## src/logic/scs_pkg.sv

```systemverilog
// Shared constants, register map and carrier types of the clock source switcher
package scs_pkg;
    // Register indices on the 3-bit register port
    localparam logic [2:0] ADDR_RUN = 3'h0;
    localparam logic [2:0] ADDR_SUPPLY = 3'h1;
    localparam logic [2:0] ADDR_MODE = 3'h2;
    localparam logic [2:0] ADDR_SEL = 3'h3;
    localparam logic [2:0] ADDR_SUBSRC = 3'h4;
    localparam logic [2:0] ADDR_STABSEL = 3'h5;
    localparam logic [2:0] ADDR_STABCNT = 3'h6;
    // clock_run_control bit positions
    localparam int RUN_MAIN_HALT = 7;
    localparam int RUN_SUB_HALT = 6;
    localparam int RUN_MID_EN = 1;
    localparam int RUN_HS_HALT = 0;
    // subclock_supply_control bit positions
    localparam int SUP_LOW_POWER = 7;
    localparam int SUP_IT_LOWOSC = 4;
    localparam int SUP_HS_PREC = 0;
    // oscillator_mode_control bit positions
    localparam int MODE_MAIN_EXT = 7;
    localparam int MODE_MAIN_XTAL = 6;
    localparam int MODE_SUB_EXT = 5;
    localparam int MODE_SUB_XTAL = 4;
    localparam int MODE_SUB_HI = 2;
    localparam int MODE_SUB_LO = 1;
    localparam int MODE_GAIN = 0;
    // clock_select_control bit positions
    localparam int SEL_SUB_STAT = 7;
    localparam int SEL_SUB = 6;
    localparam int SEL_EXT_STAT = 5;
    localparam int SEL_EXT = 4;
    localparam int SEL_MID_STAT = 1;
    localparam int SEL_MID = 0;
    // Values after reset: both crystals halted, high-speed oscillator running
    localparam logic [7:0] RUN_RST = 8'hc0;
    localparam logic [7:0] ZERO_RST = 8'h00;
    // Stabilization exponents of status bits 7 down to 0
    localparam logic [7:0][4:0] STAB_EXP = {5'h08, 5'h09, 5'h0a, 5'h0b, 5'h0d, 5'h0f, 5'h11, 5'h12};
    localparam int STAB_CNT_W = 19;
    // Dead time of a clock mux change
    localparam int CLK_PERIOD_NS = 40;
    localparam int SETTLE_NS = 200;
    localparam int SETTLE_CYC = (SETTLE_NS + CLK_PERIOD_NS - 1) / CLK_PERIOD_NS;
    localparam int SETTLE_W = 3;
    // Mux change sequencer states
    typedef enum logic [1:0] {
        SW_RUN = 2'b01,
        SW_GAP = 2'b10
    } scs_sw_e;
    // Main clock pin configuration
    typedef struct packed {
        logic xtal_mode;
        logic ext_clock;
        logic gain_high;
    } scs_main_pins_s;
    // Subsystem clock pin configuration
    typedef struct packed {
        logic xtal_mode;
        logic ext_clock;
        logic drive_hi;
        logic drive_lo;
        logic low_power_default;
    } scs_sub_pins_s;
    // Register state of the top module
    typedef struct packed {
        logic main_xtal_halt;
        logic sub_xtal_halt;
        logic mid_osc_enable;
        logic hs_osc_halt;
        logic sub_periph_low_power;
        logic interval_timer_lowosc_clock;
        logic [7:0] mode;
        logic mode_written;
        logic sub_select;
        logic main_ext_select;
        logic main_mid_select;
        logic low_osc_select;
        logic [2:0] stab_sel;
        logic [STAB_CNT_W-1:0] stab_cnt;
        logic [7:0] rdata;
    } scs_top_s;
endpackage : scs_pkg

```

## src/logic/scs_glitchless.sv

```systemverilog
// Glitch-free clock mux sequencer: gates the clock off, then swaps source and reopens on the same edge
module scs_glitchless #(
    parameter int W = 1
) (
    // Clock and reset
    input wire logic mclk_in,
    input wire logic rst_in,
    // Requested and committed source code
    input wire logic [W-1:0] req_in,
    output logic [W-1:0] sel_out,
    output logic gate_out
);
    typedef struct packed {
        scs_pkg::scs_sw_e state;
        logic [scs_pkg::SETTLE_W-1:0] cnt;
        logic [W-1:0] cur;
    } scs_glitch_s;

    scs_glitch_s st;
    scs_glitch_s next_st;

    // Outside reset a change always passes a closed gate, so no runt pulse reaches the clock; reset loads cur 0 with the gate open
    always_comb
    begin
        next_st = st;
        case (st.state)
            scs_pkg::SW_RUN:
            begin
                if (req_in != st.cur)
                begin
                    next_st.state = scs_pkg::SW_GAP;
                    next_st.cnt = scs_pkg::SETTLE_W'(scs_pkg::SETTLE_CYC - 1);
                end
            end
            scs_pkg::SW_GAP:
            begin
                if (st.cnt == '0)
                begin
                    next_st.cur = req_in;
                    next_st.state = scs_pkg::SW_RUN;
                end
                else
                begin
                    next_st.cnt = st.cnt - 1'b1;
                end
            end
            default:
            begin
                next_st.state = scs_pkg::SW_RUN;
            end
        endcase
        if (rst_in)
        begin
            next_st.state = scs_pkg::SW_RUN;
            next_st.cnt = '0;
            next_st.cur = '0;
        end
    end

    // State register
    always_ff @(posedge mclk_in)
    begin
        st <= next_st;
    end

    assign sel_out = st.cur;
    assign gate_out = (st.state == scs_pkg::SW_RUN);
endmodule : scs_glitchless

```

## src/logic/scs_switcher.sv

```systemverilog
// Clock source switcher: control registers, stabilization counter and source muxes
//
// Contract
// - Writing sub_select 1 moves the CPU/peripheral clock to the subsystem clock.
// - While sub_select is 1, main_ext_select and main_mid_select cannot change.
// - sub_status reads 1 only once the CPU clock really runs from subsystem.
// - main_ext_status reads 1 once the main clock runs from the high-speed system clock.
// - main_ext_select 1 makes the high-speed system clock the main clock source.
// - Selects 0 and 1 choose the middle-speed oscillator as main on-chip clock.
// - Both selects 0 choose the high-speed oscillator as main on-chip clock.
// - hs_osc_halt 0 runs the high-speed oscillator, 1 stops it.
// - mid_osc_enable 1 runs the middle-speed oscillator, 0 stops it.
// - sub_xtal_halt 0 starts the subsystem oscillator; external clock must come first.
// - main_xtal_halt 0 starts the main oscillator; external clock must come first.
// - oscillator_mode_control takes one write after reset, later writes are ignored.
// - Main pins: crystal mode when selected, external clock input when also flagged.
// - Subsystem pins: crystal mode when selected, external clock when also flagged.
// - Both subsystem drive bits 0 give the default low-power oscillation.
// - Three-bit stabilize_time_select chooses the main crystal stabilization wait.
// - stable_count bits set progressively after the main crystal starts.
// - Clearing low_osc_select stops the low-speed oscillator unless otherwise needed.
// - interval_timer_lowosc_clock 1 keeps the low-speed oscillator running.
// - sub_periph_low_power 0 keeps peripherals on subsystem clock in STOP or HALT.
//
// Local design decisions: the strobed register port and the placing of the registers.
module scs_switcher #(
    // Lowers every stabilization exponent, so simulations can shorten the wait
    parameter int unsigned STAB_SHRINK = 0
) (
    // Clock and reset
    input wire logic mclk_in,
    input wire logic rst_in,
    // Register port
    input wire logic [2:0] addr_in,
    input wire logic [7:0] wdata_in,
    input wire logic wr_in,
    input wire logic rd_in,
    output logic [7:0] rdata_out,
    // Oscillator status and standby request
    input wire logic hs_osc_stable_in,
    input wire logic standby_in,
    // Oscillator run controls
    output logic hs_osc_run_out,
    output logic mid_osc_run_out,
    output logic low_osc_run_out,
    output logic main_xtal_run_out,
    output logic sub_xtal_run_out,
    // Pin configurations
    output scs_pkg::scs_main_pins_s main_pins_out,
    output scs_pkg::scs_sub_pins_s sub_pins_out,
    // Clock mux controls
    output logic main_src_ext_out,
    output logic main_src_mid_out,
    output logic main_gate_out,
    output logic cpu_src_sub_out,
    output logic cpu_gate_out,
    output logic periph_sub_clk_out
);
    scs_pkg::scs_top_s st;
    scs_pkg::scs_top_s next_st;
    logic hs_prec;
    logic [7:0] stab_bits;
    logic stab_done;
    logic count_en;
    logic main_ext_ready;
    logic [1:0] main_req;
    logic [1:0] main_sel;
    logic sub_status;
    logic [7:0] run_rd;
    logic [7:0] sup_rd;
    logic [7:0] sel_rd;

    // Oscillator precision flag is an asynchronous level from the analog side
    scs_sync #(
        .W(1)
    ) u_prec_sync (
        .mclk_in(mclk_in),
        .rst_in(rst_in),
        .async_in(hs_osc_stable_in),
        .sync_out(hs_prec)
    );

    // Main clock mux, code {external, middle}
    scs_glitchless #(
        .W(2)
    ) u_main_mux (
        .mclk_in(mclk_in),
        .rst_in(rst_in),
        .req_in(main_req),
        .sel_out(main_sel),
        .gate_out(main_gate_out)
    );

    // CPU/peripheral mux, main or subsystem
    scs_glitchless #(
        .W(1)
    ) u_cpu_mux (
        .mclk_in(mclk_in),
        .rst_in(rst_in),
        .req_in(st.sub_select),
        .sel_out(sub_status),
        .gate_out(cpu_gate_out)
    );

    // Stabilization thresholds, one per status bit
    generate
        for (genvar i = 0; i < 8; i++)
        begin : g_stab
            localparam logic [4:0] EXP_I = 5'(scs_pkg::STAB_EXP[i] - 5'(STAB_SHRINK));
            assign stab_bits[i] = (st.stab_cnt >= (scs_pkg::STAB_CNT_W'(1) << EXP_I));
        end
    endgenerate

    // Selected wait: value v picks bit 7-v, which is the bitwise inverse
    assign stab_done = stab_bits[~st.stab_sel];
    assign count_en = !st.main_xtal_halt && st.mode[scs_pkg::MODE_MAIN_XTAL] && !st.mode[scs_pkg::MODE_MAIN_EXT];
    // An external main clock needs no wait, only the pins and the run bit
    assign main_ext_ready = st.mode[scs_pkg::MODE_MAIN_EXT] ? !st.main_xtal_halt : stab_done;
    // Hold the mux on its old source until the crystal is usable
    assign main_req = {st.main_ext_select && main_ext_ready, st.main_mid_select};

    // Read images; status bits come from the committed mux codes
    assign run_rd = {st.main_xtal_halt, st.sub_xtal_halt, 4'h0, st.mid_osc_enable, st.hs_osc_halt};
    assign sup_rd = {st.sub_periph_low_power, 2'h0, st.interval_timer_lowosc_clock, 3'h0, hs_prec};
    assign sel_rd = {sub_status, st.sub_select, main_sel[1], st.main_ext_select, 2'h0, main_sel[0],
                     st.main_mid_select};

    // Register file, read data and stabilization counter
    always_comb
    begin
        next_st = st;
        next_st.rdata = 8'h00;
        if (rd_in)
        begin
            case (addr_in)
                scs_pkg::ADDR_RUN: next_st.rdata = run_rd;
                scs_pkg::ADDR_SUPPLY: next_st.rdata = sup_rd;
                scs_pkg::ADDR_MODE: next_st.rdata = st.mode;
                scs_pkg::ADDR_SEL: next_st.rdata = sel_rd;
                scs_pkg::ADDR_SUBSRC: next_st.rdata = {7'h00, st.low_osc_select};
                scs_pkg::ADDR_STABSEL: next_st.rdata = {5'h00, st.stab_sel};
                scs_pkg::ADDR_STABCNT: next_st.rdata = stab_bits;
                default: next_st.rdata = 8'h00;
            endcase
        end
        if (wr_in)
        begin
            case (addr_in)
                scs_pkg::ADDR_RUN:
                begin
                    next_st.main_xtal_halt = wdata_in[scs_pkg::RUN_MAIN_HALT];
                    next_st.sub_xtal_halt = wdata_in[scs_pkg::RUN_SUB_HALT];
                    next_st.mid_osc_enable = wdata_in[scs_pkg::RUN_MID_EN];
                    next_st.hs_osc_halt = wdata_in[scs_pkg::RUN_HS_HALT];
                end
                scs_pkg::ADDR_SUPPLY:
                begin
                    next_st.sub_periph_low_power = wdata_in[scs_pkg::SUP_LOW_POWER];
                    next_st.interval_timer_lowosc_clock = wdata_in[scs_pkg::SUP_IT_LOWOSC];
                end
                scs_pkg::ADDR_MODE:
                begin
                    // Locks after the first write so a stray store cannot retune pins
                    if (!st.mode_written)
                    begin
                        next_st.mode = wdata_in;
                        next_st.mode_written = 1'b1;
                    end
                end
                scs_pkg::ADDR_SEL:
                begin
                    next_st.sub_select = wdata_in[scs_pkg::SEL_SUB];
                    // Main selects are frozen while sub_select is 1, whether or not the CPU mux has committed yet
                    if (!st.sub_select)
                    begin
                        next_st.main_ext_select = wdata_in[scs_pkg::SEL_EXT];
                        next_st.main_mid_select = wdata_in[scs_pkg::SEL_MID];
                    end
                end
                scs_pkg::ADDR_SUBSRC:
                begin
                    next_st.low_osc_select = wdata_in[0];
                end
                scs_pkg::ADDR_STABSEL:
                begin
                    next_st.stab_sel = wdata_in[2:0];
                end
                default:
                begin
                    next_st.stab_sel = st.stab_sel;
                end
            endcase
        end
        // Counts from crystal start, saturates at the longest wait, clears on halt
        if (!count_en)
        begin
            next_st.stab_cnt = '0;
        end
        else if (!stab_bits[0])
        begin
            next_st.stab_cnt = st.stab_cnt + 1'b1;
        end
        if (rst_in)
        begin
            next_st = '0;
            next_st.main_xtal_halt = scs_pkg::RUN_RST[scs_pkg::RUN_MAIN_HALT];
            next_st.sub_xtal_halt = scs_pkg::RUN_RST[scs_pkg::RUN_SUB_HALT];
            next_st.mode = scs_pkg::ZERO_RST;
        end
    end

    // State register
    always_ff @(posedge mclk_in)
    begin
        st <= next_st;
    end

    // Oscillator controls
    assign hs_osc_run_out = !st.hs_osc_halt;
    assign mid_osc_run_out = st.mid_osc_enable;
    assign main_xtal_run_out = !st.main_xtal_halt;
    assign sub_xtal_run_out = !st.sub_xtal_halt;
    // The interval timer keeps its clock even after the select is cleared
    assign low_osc_run_out = st.low_osc_select || st.interval_timer_lowosc_clock;

    // Pin modes; external input needs the crystal-mode bit as well
    assign main_pins_out.xtal_mode = st.mode[scs_pkg::MODE_MAIN_XTAL] && !st.mode[scs_pkg::MODE_MAIN_EXT];
    assign main_pins_out.ext_clock = st.mode[scs_pkg::MODE_MAIN_XTAL] && st.mode[scs_pkg::MODE_MAIN_EXT];
    assign main_pins_out.gain_high = st.mode[scs_pkg::MODE_GAIN];
    assign sub_pins_out.xtal_mode = st.mode[scs_pkg::MODE_SUB_XTAL] && !st.mode[scs_pkg::MODE_SUB_EXT];
    assign sub_pins_out.ext_clock = st.mode[scs_pkg::MODE_SUB_XTAL] && st.mode[scs_pkg::MODE_SUB_EXT];
    assign sub_pins_out.drive_hi = st.mode[scs_pkg::MODE_SUB_HI];
    assign sub_pins_out.drive_lo = st.mode[scs_pkg::MODE_SUB_LO];
    assign sub_pins_out.low_power_default = !st.mode[scs_pkg::MODE_SUB_HI] && !st.mode[scs_pkg::MODE_SUB_LO];

    // Committed mux codes and standby peripheral clock
    assign main_src_ext_out = main_sel[1];
    assign main_src_mid_out = !main_sel[1] && main_sel[0];
    assign cpu_src_sub_out = sub_status;
    assign periph_sub_clk_out = sub_status && !(standby_in && st.sub_periph_low_power);
    assign rdata_out = st.rdata;
endmodule : scs_switcher

```

## src/logic/scs_sync.sv

```systemverilog
// Two-flop synchronizer for levels arriving from outside the clock domain
module scs_sync #(
    parameter int W = 1
) (
    // Clock and reset
    input wire logic mclk_in,
    input wire logic rst_in,
    // Levels
    input wire logic [W-1:0] async_in,
    output logic [W-1:0] sync_out
);
    typedef struct packed {
        logic [W-1:0] s1;
        logic [W-1:0] s2;
    } scs_sync_s;

    scs_sync_s st;
    scs_sync_s next_st;

    // The first stage feeds only the second one
    always_comb
    begin
        next_st.s1 = async_in;
        next_st.s2 = st.s1;
        if (rst_in)
        begin
            next_st = '0;
        end
    end

    // State register
    always_ff @(posedge mclk_in)
    begin
        st <= next_st;
    end

    assign sync_out = st.s2;
endmodule : scs_sync

```

## config.mk

```make
export PLATFORM = sky130hd
export DESIGN_NAME = scs_switcher
export DESIGN_NICKNAME = d
export VERILOG_FILES = /design/src/logic/scs_pkg.sv /design/src/logic/scs_glitchless.sv /design/src/logic/scs_switcher.sv /design/src/logic/scs_sync.sv
export SDC_FILE = /design/constraint.sdc
export NUM_CORES = 1
export LEC_CHECK = 0
export ABC_AREA = 0
export ABC_CLOCK_PERIOD_IN_PS = 5600
export BUFFER_PORTS_ARGS = -buffer_cell sky130_fd_sc_hd__buf_2
export CORE_MARGIN = 2
export CORE_UTILIZATION = 56
export DETAILED_ROUTE_END_ITERATION = 10
export PLACE_DENSITY = 0.82
export SYNTH_ARGS = -nofsm -noshare
export SYNTH_HDL_FRONTEND = slang
export SYNTH_SLANG_ARGS = --single-unit
```

## constraint.sdc

```tcl
create_clock -name mclk_in -period 5.6 [get_ports mclk_in]
set_input_delay 1.12 -clock mclk_in [delete_from_list [all_inputs] [get_ports mclk_in]]
set_output_delay 1.12 -clock mclk_in [all_outputs]
set_load 0.005 [all_outputs]
```

==> results.cfg <==
[run_status]
status = complete, no violations

[routing]
detail-route-antenna-nets = 0
vias = 2628
viasPerCell = 5.58
drt-total-wl_um = 6710
drt_first_pass_iters = 4
drt-wirelength-per-cell_um = 14.2
drt_iter0_markers = 195
drc = 0

[critical_path]
reg2reg_to = u_main_mux.st[3]
path_max_fanout = 18
worstSetupEndpointType = flop
cp_cell_sequence = buf_2 > nand2b_1 > nor4b_2 > mux2i_1 > nor2_1
crit_slowest_cell = nor4b_2
crit_required_ns = 5.81
r2r_cells = 6
critPathArrivalTime_ns = 3.00
slowest_delay_ns = 1.06
critical_path.startpoint = addr_in[0]
r2r_slack_ns = 3.61
timing.rr.start = st[26]
endpoint = st[38]
crit_type = primary input to flop
startpoint_type = primary input

[cts]
cts_root_buf = clkbuf_8
cts_buffer_depth = 2
cts_tree = done
cts_setup_buffers = 0
path_clk_slew_ns = 0.07
cts_hold_buf = 0
clock-sinks = 64
htree_levels = 3
clk_latency_ns = 0.34
cts_buffers = 9
cts-resized-gates = 0

[timing]
hold_viol = 0
setup_slack_ns = 2.81
period_share_pct = 49.8
rsz0062_at_grt = false
tightest_slew_ns = 1.25
tns_ns = 0
slew_violations = 0
fin_crit_ns = 2.79
setup_viol = 0
max-slew-margin-rel_pct = 16.4
fin_skew_ns = 0.00727
max_freq_ghz = 0.359

[die]
die_x_um = 79.0
initial_core_util_pct = 57.6
die_y_um = 79.0
die-area_um2 = 6240
num_rows = 27
core_um2 = 5470
ios = 44

[global_route]
grt_pass1_vias = 2421
grt_max_degree = 33
grtUsageTotal_pct = 23.4
grt_overflow = 0
grt_pass1_wl_um = 11500
antenna_found_initial = 0

[power]
power_leakage_nw = 1.48
vdd_ir_drop_max_uv = 196
powerDensity_nw_per_um2 = 270

[yosys]
synth_top_cell_by_area = dfxtp_1
synthArstFlopShare_pct = 0
synth.area.top_cells = dfxtp_1 41%, mux2i_1 7.9%, nor2_1 7.0%
synth_top_area_share_pct = 40.7
synth_nets = 390
syn_inst = 363
yosys_most_used_dff = dfxtp_1
ys_ff_latch = 64
yosysSeqAreaShare_pct = 40.7
ys_types = 53
yosysWarningCount = 0
syn_area_per_cell_um2 = 8.68
syn_area_um2 = 3150
synth_edf_count = 0

[hold_path]
min_path_type = flop to flop

[final_layout]
final_common_cell = dfxtp_1
design_area_um2 = 3550
layout-drive-gt1-share_pct = 16.5
n_antenna_cell = 0
n_fill_cell = 465
final_nets = 421
finish.utilization_pct = 64.8
area_delta_synth_final_pct = 12.5
final_cell_mix = 64 x dfxtp_1, 59 x nor2_1, 43 x buf_2

[run]
cap_viol_max_count = 0

[place]
gp_congestion = 0.883
placed_area_um2 = 3330
portBuffers = 43
pre_cts_ws_ns = 2.49
dpl.hpwl_um = 4760
## worst min-delay path by stage
stage                      startpoint                   end  slack, ns  depth (start not counted)
floorplan           u_prec_sync.st[1]  u_prec_sync.sync_out       0.41                          1
global placement    u_prec_sync.st[1]  u_prec_sync.sync_out       0.43                          1
detailed placement  u_prec_sync.st[1]  u_prec_sync.sync_out       0.43                          1
CTS                 u_prec_sync.st[1]  u_prec_sync.sync_out       0.44                          1
global route        u_prec_sync.st[1]  u_prec_sync.sync_out       0.46                          1
finish              u_prec_sync.st[1]  u_prec_sync.sync_out       0.44                          1
## cell families after synthesis
family | after synthesis | share of synthesized area [%]
XOR/XNOR | 17 | 4.73
AND/OR/NAND/NOR | 147 | 23.2
flip-flops | 64 | 40.7
buffers and inverters | 42 | 6.39
multiplexers | 29 | 10.2
AO/OA/AOI/OAI | 54 | 10.8
adder cells (fa/ha/maj) | 10 | 3.97
## synth_stat cells, drive strengths merged, types with 2 or more instances
cell type and count:
or3 3, a21oi 19, nor3 3, dfxtp 64
mux4 2, nand3 14, a32oi 2, inv 18
nand2b 4, a21boi 2, a311oi 2, and3 7
xnor2 4, mux2i 25, and2 2, nor2 59
xor2 13, o211ai 4, ha 10, buf 16
nor3b 2, nand3b 6, o21ai 14, o21a 2
nor4 2, mux2 2, nand2 26, clkbuf 7
nand4 4, nor2b 9
## power breakdown
group / leakage, nW / internal, mW / switching, mW / total (mW)
logic: 0.857 / 0.0238 / 0.0339 / 0.0576
registers: 0.517 / 0.462 / 0.00558 / 0.468
clock network: 0.108 / 0.263 / 0.169 / 0.431
total: 1.48 / 0.749 / 0.208 / 0.957
## per-stage QoR
step,cells,hold slack (ns),power (mW)
detailed placement,455,0.426,0.534
CTS,471,0.443,0.960
global placement,455,0.430,0.532
finish,471,0.440,0.957
global route,471,0.458,0.989
floorplan,363,0.414,0.516
## state kept, by name, summed over array words and instances (netlist names), 2 cells and up
signal,flops
run_rd,3
u_main_mux.st,5
sub_pins_out,2
rdata_out,8
u_cpu_mux.st,5
u_main_mux.sel_out,2
st,31
sel_rd,2
## metal layers
metal | up-vias | global-route usage (%) | share of wire (%)
met5 | - | 0 | 0
met4 | 0 | 8.28 | 1.2
met3 | 11 | 4.20 | 6.1
met2 | 81 | 36.0 | 46
met1 | 1239 | 32.9 | 47
li1 | 1297 | - | -
## layout make-up
cell class              instances  area [um^2]  share of cell area [%]
clock inverters                 3         65.1                    1.83
inverters                      19         71.3                    2.01
repair buffers                 43          215                    6.07
multi-input cells             257         1670                    47.2
well taps                      72         90.1                    2.54
clock buffers                  13          149                    4.20
flip-flops and latches         64         1280                    36.1
## worst max-delay path, delay by kind of cell
kind          cells  cell delay (ns)
mux               1             0.30
buf+inv           1             0.22
simple gates      3             1.35
(Power assumes the default switching activity.)
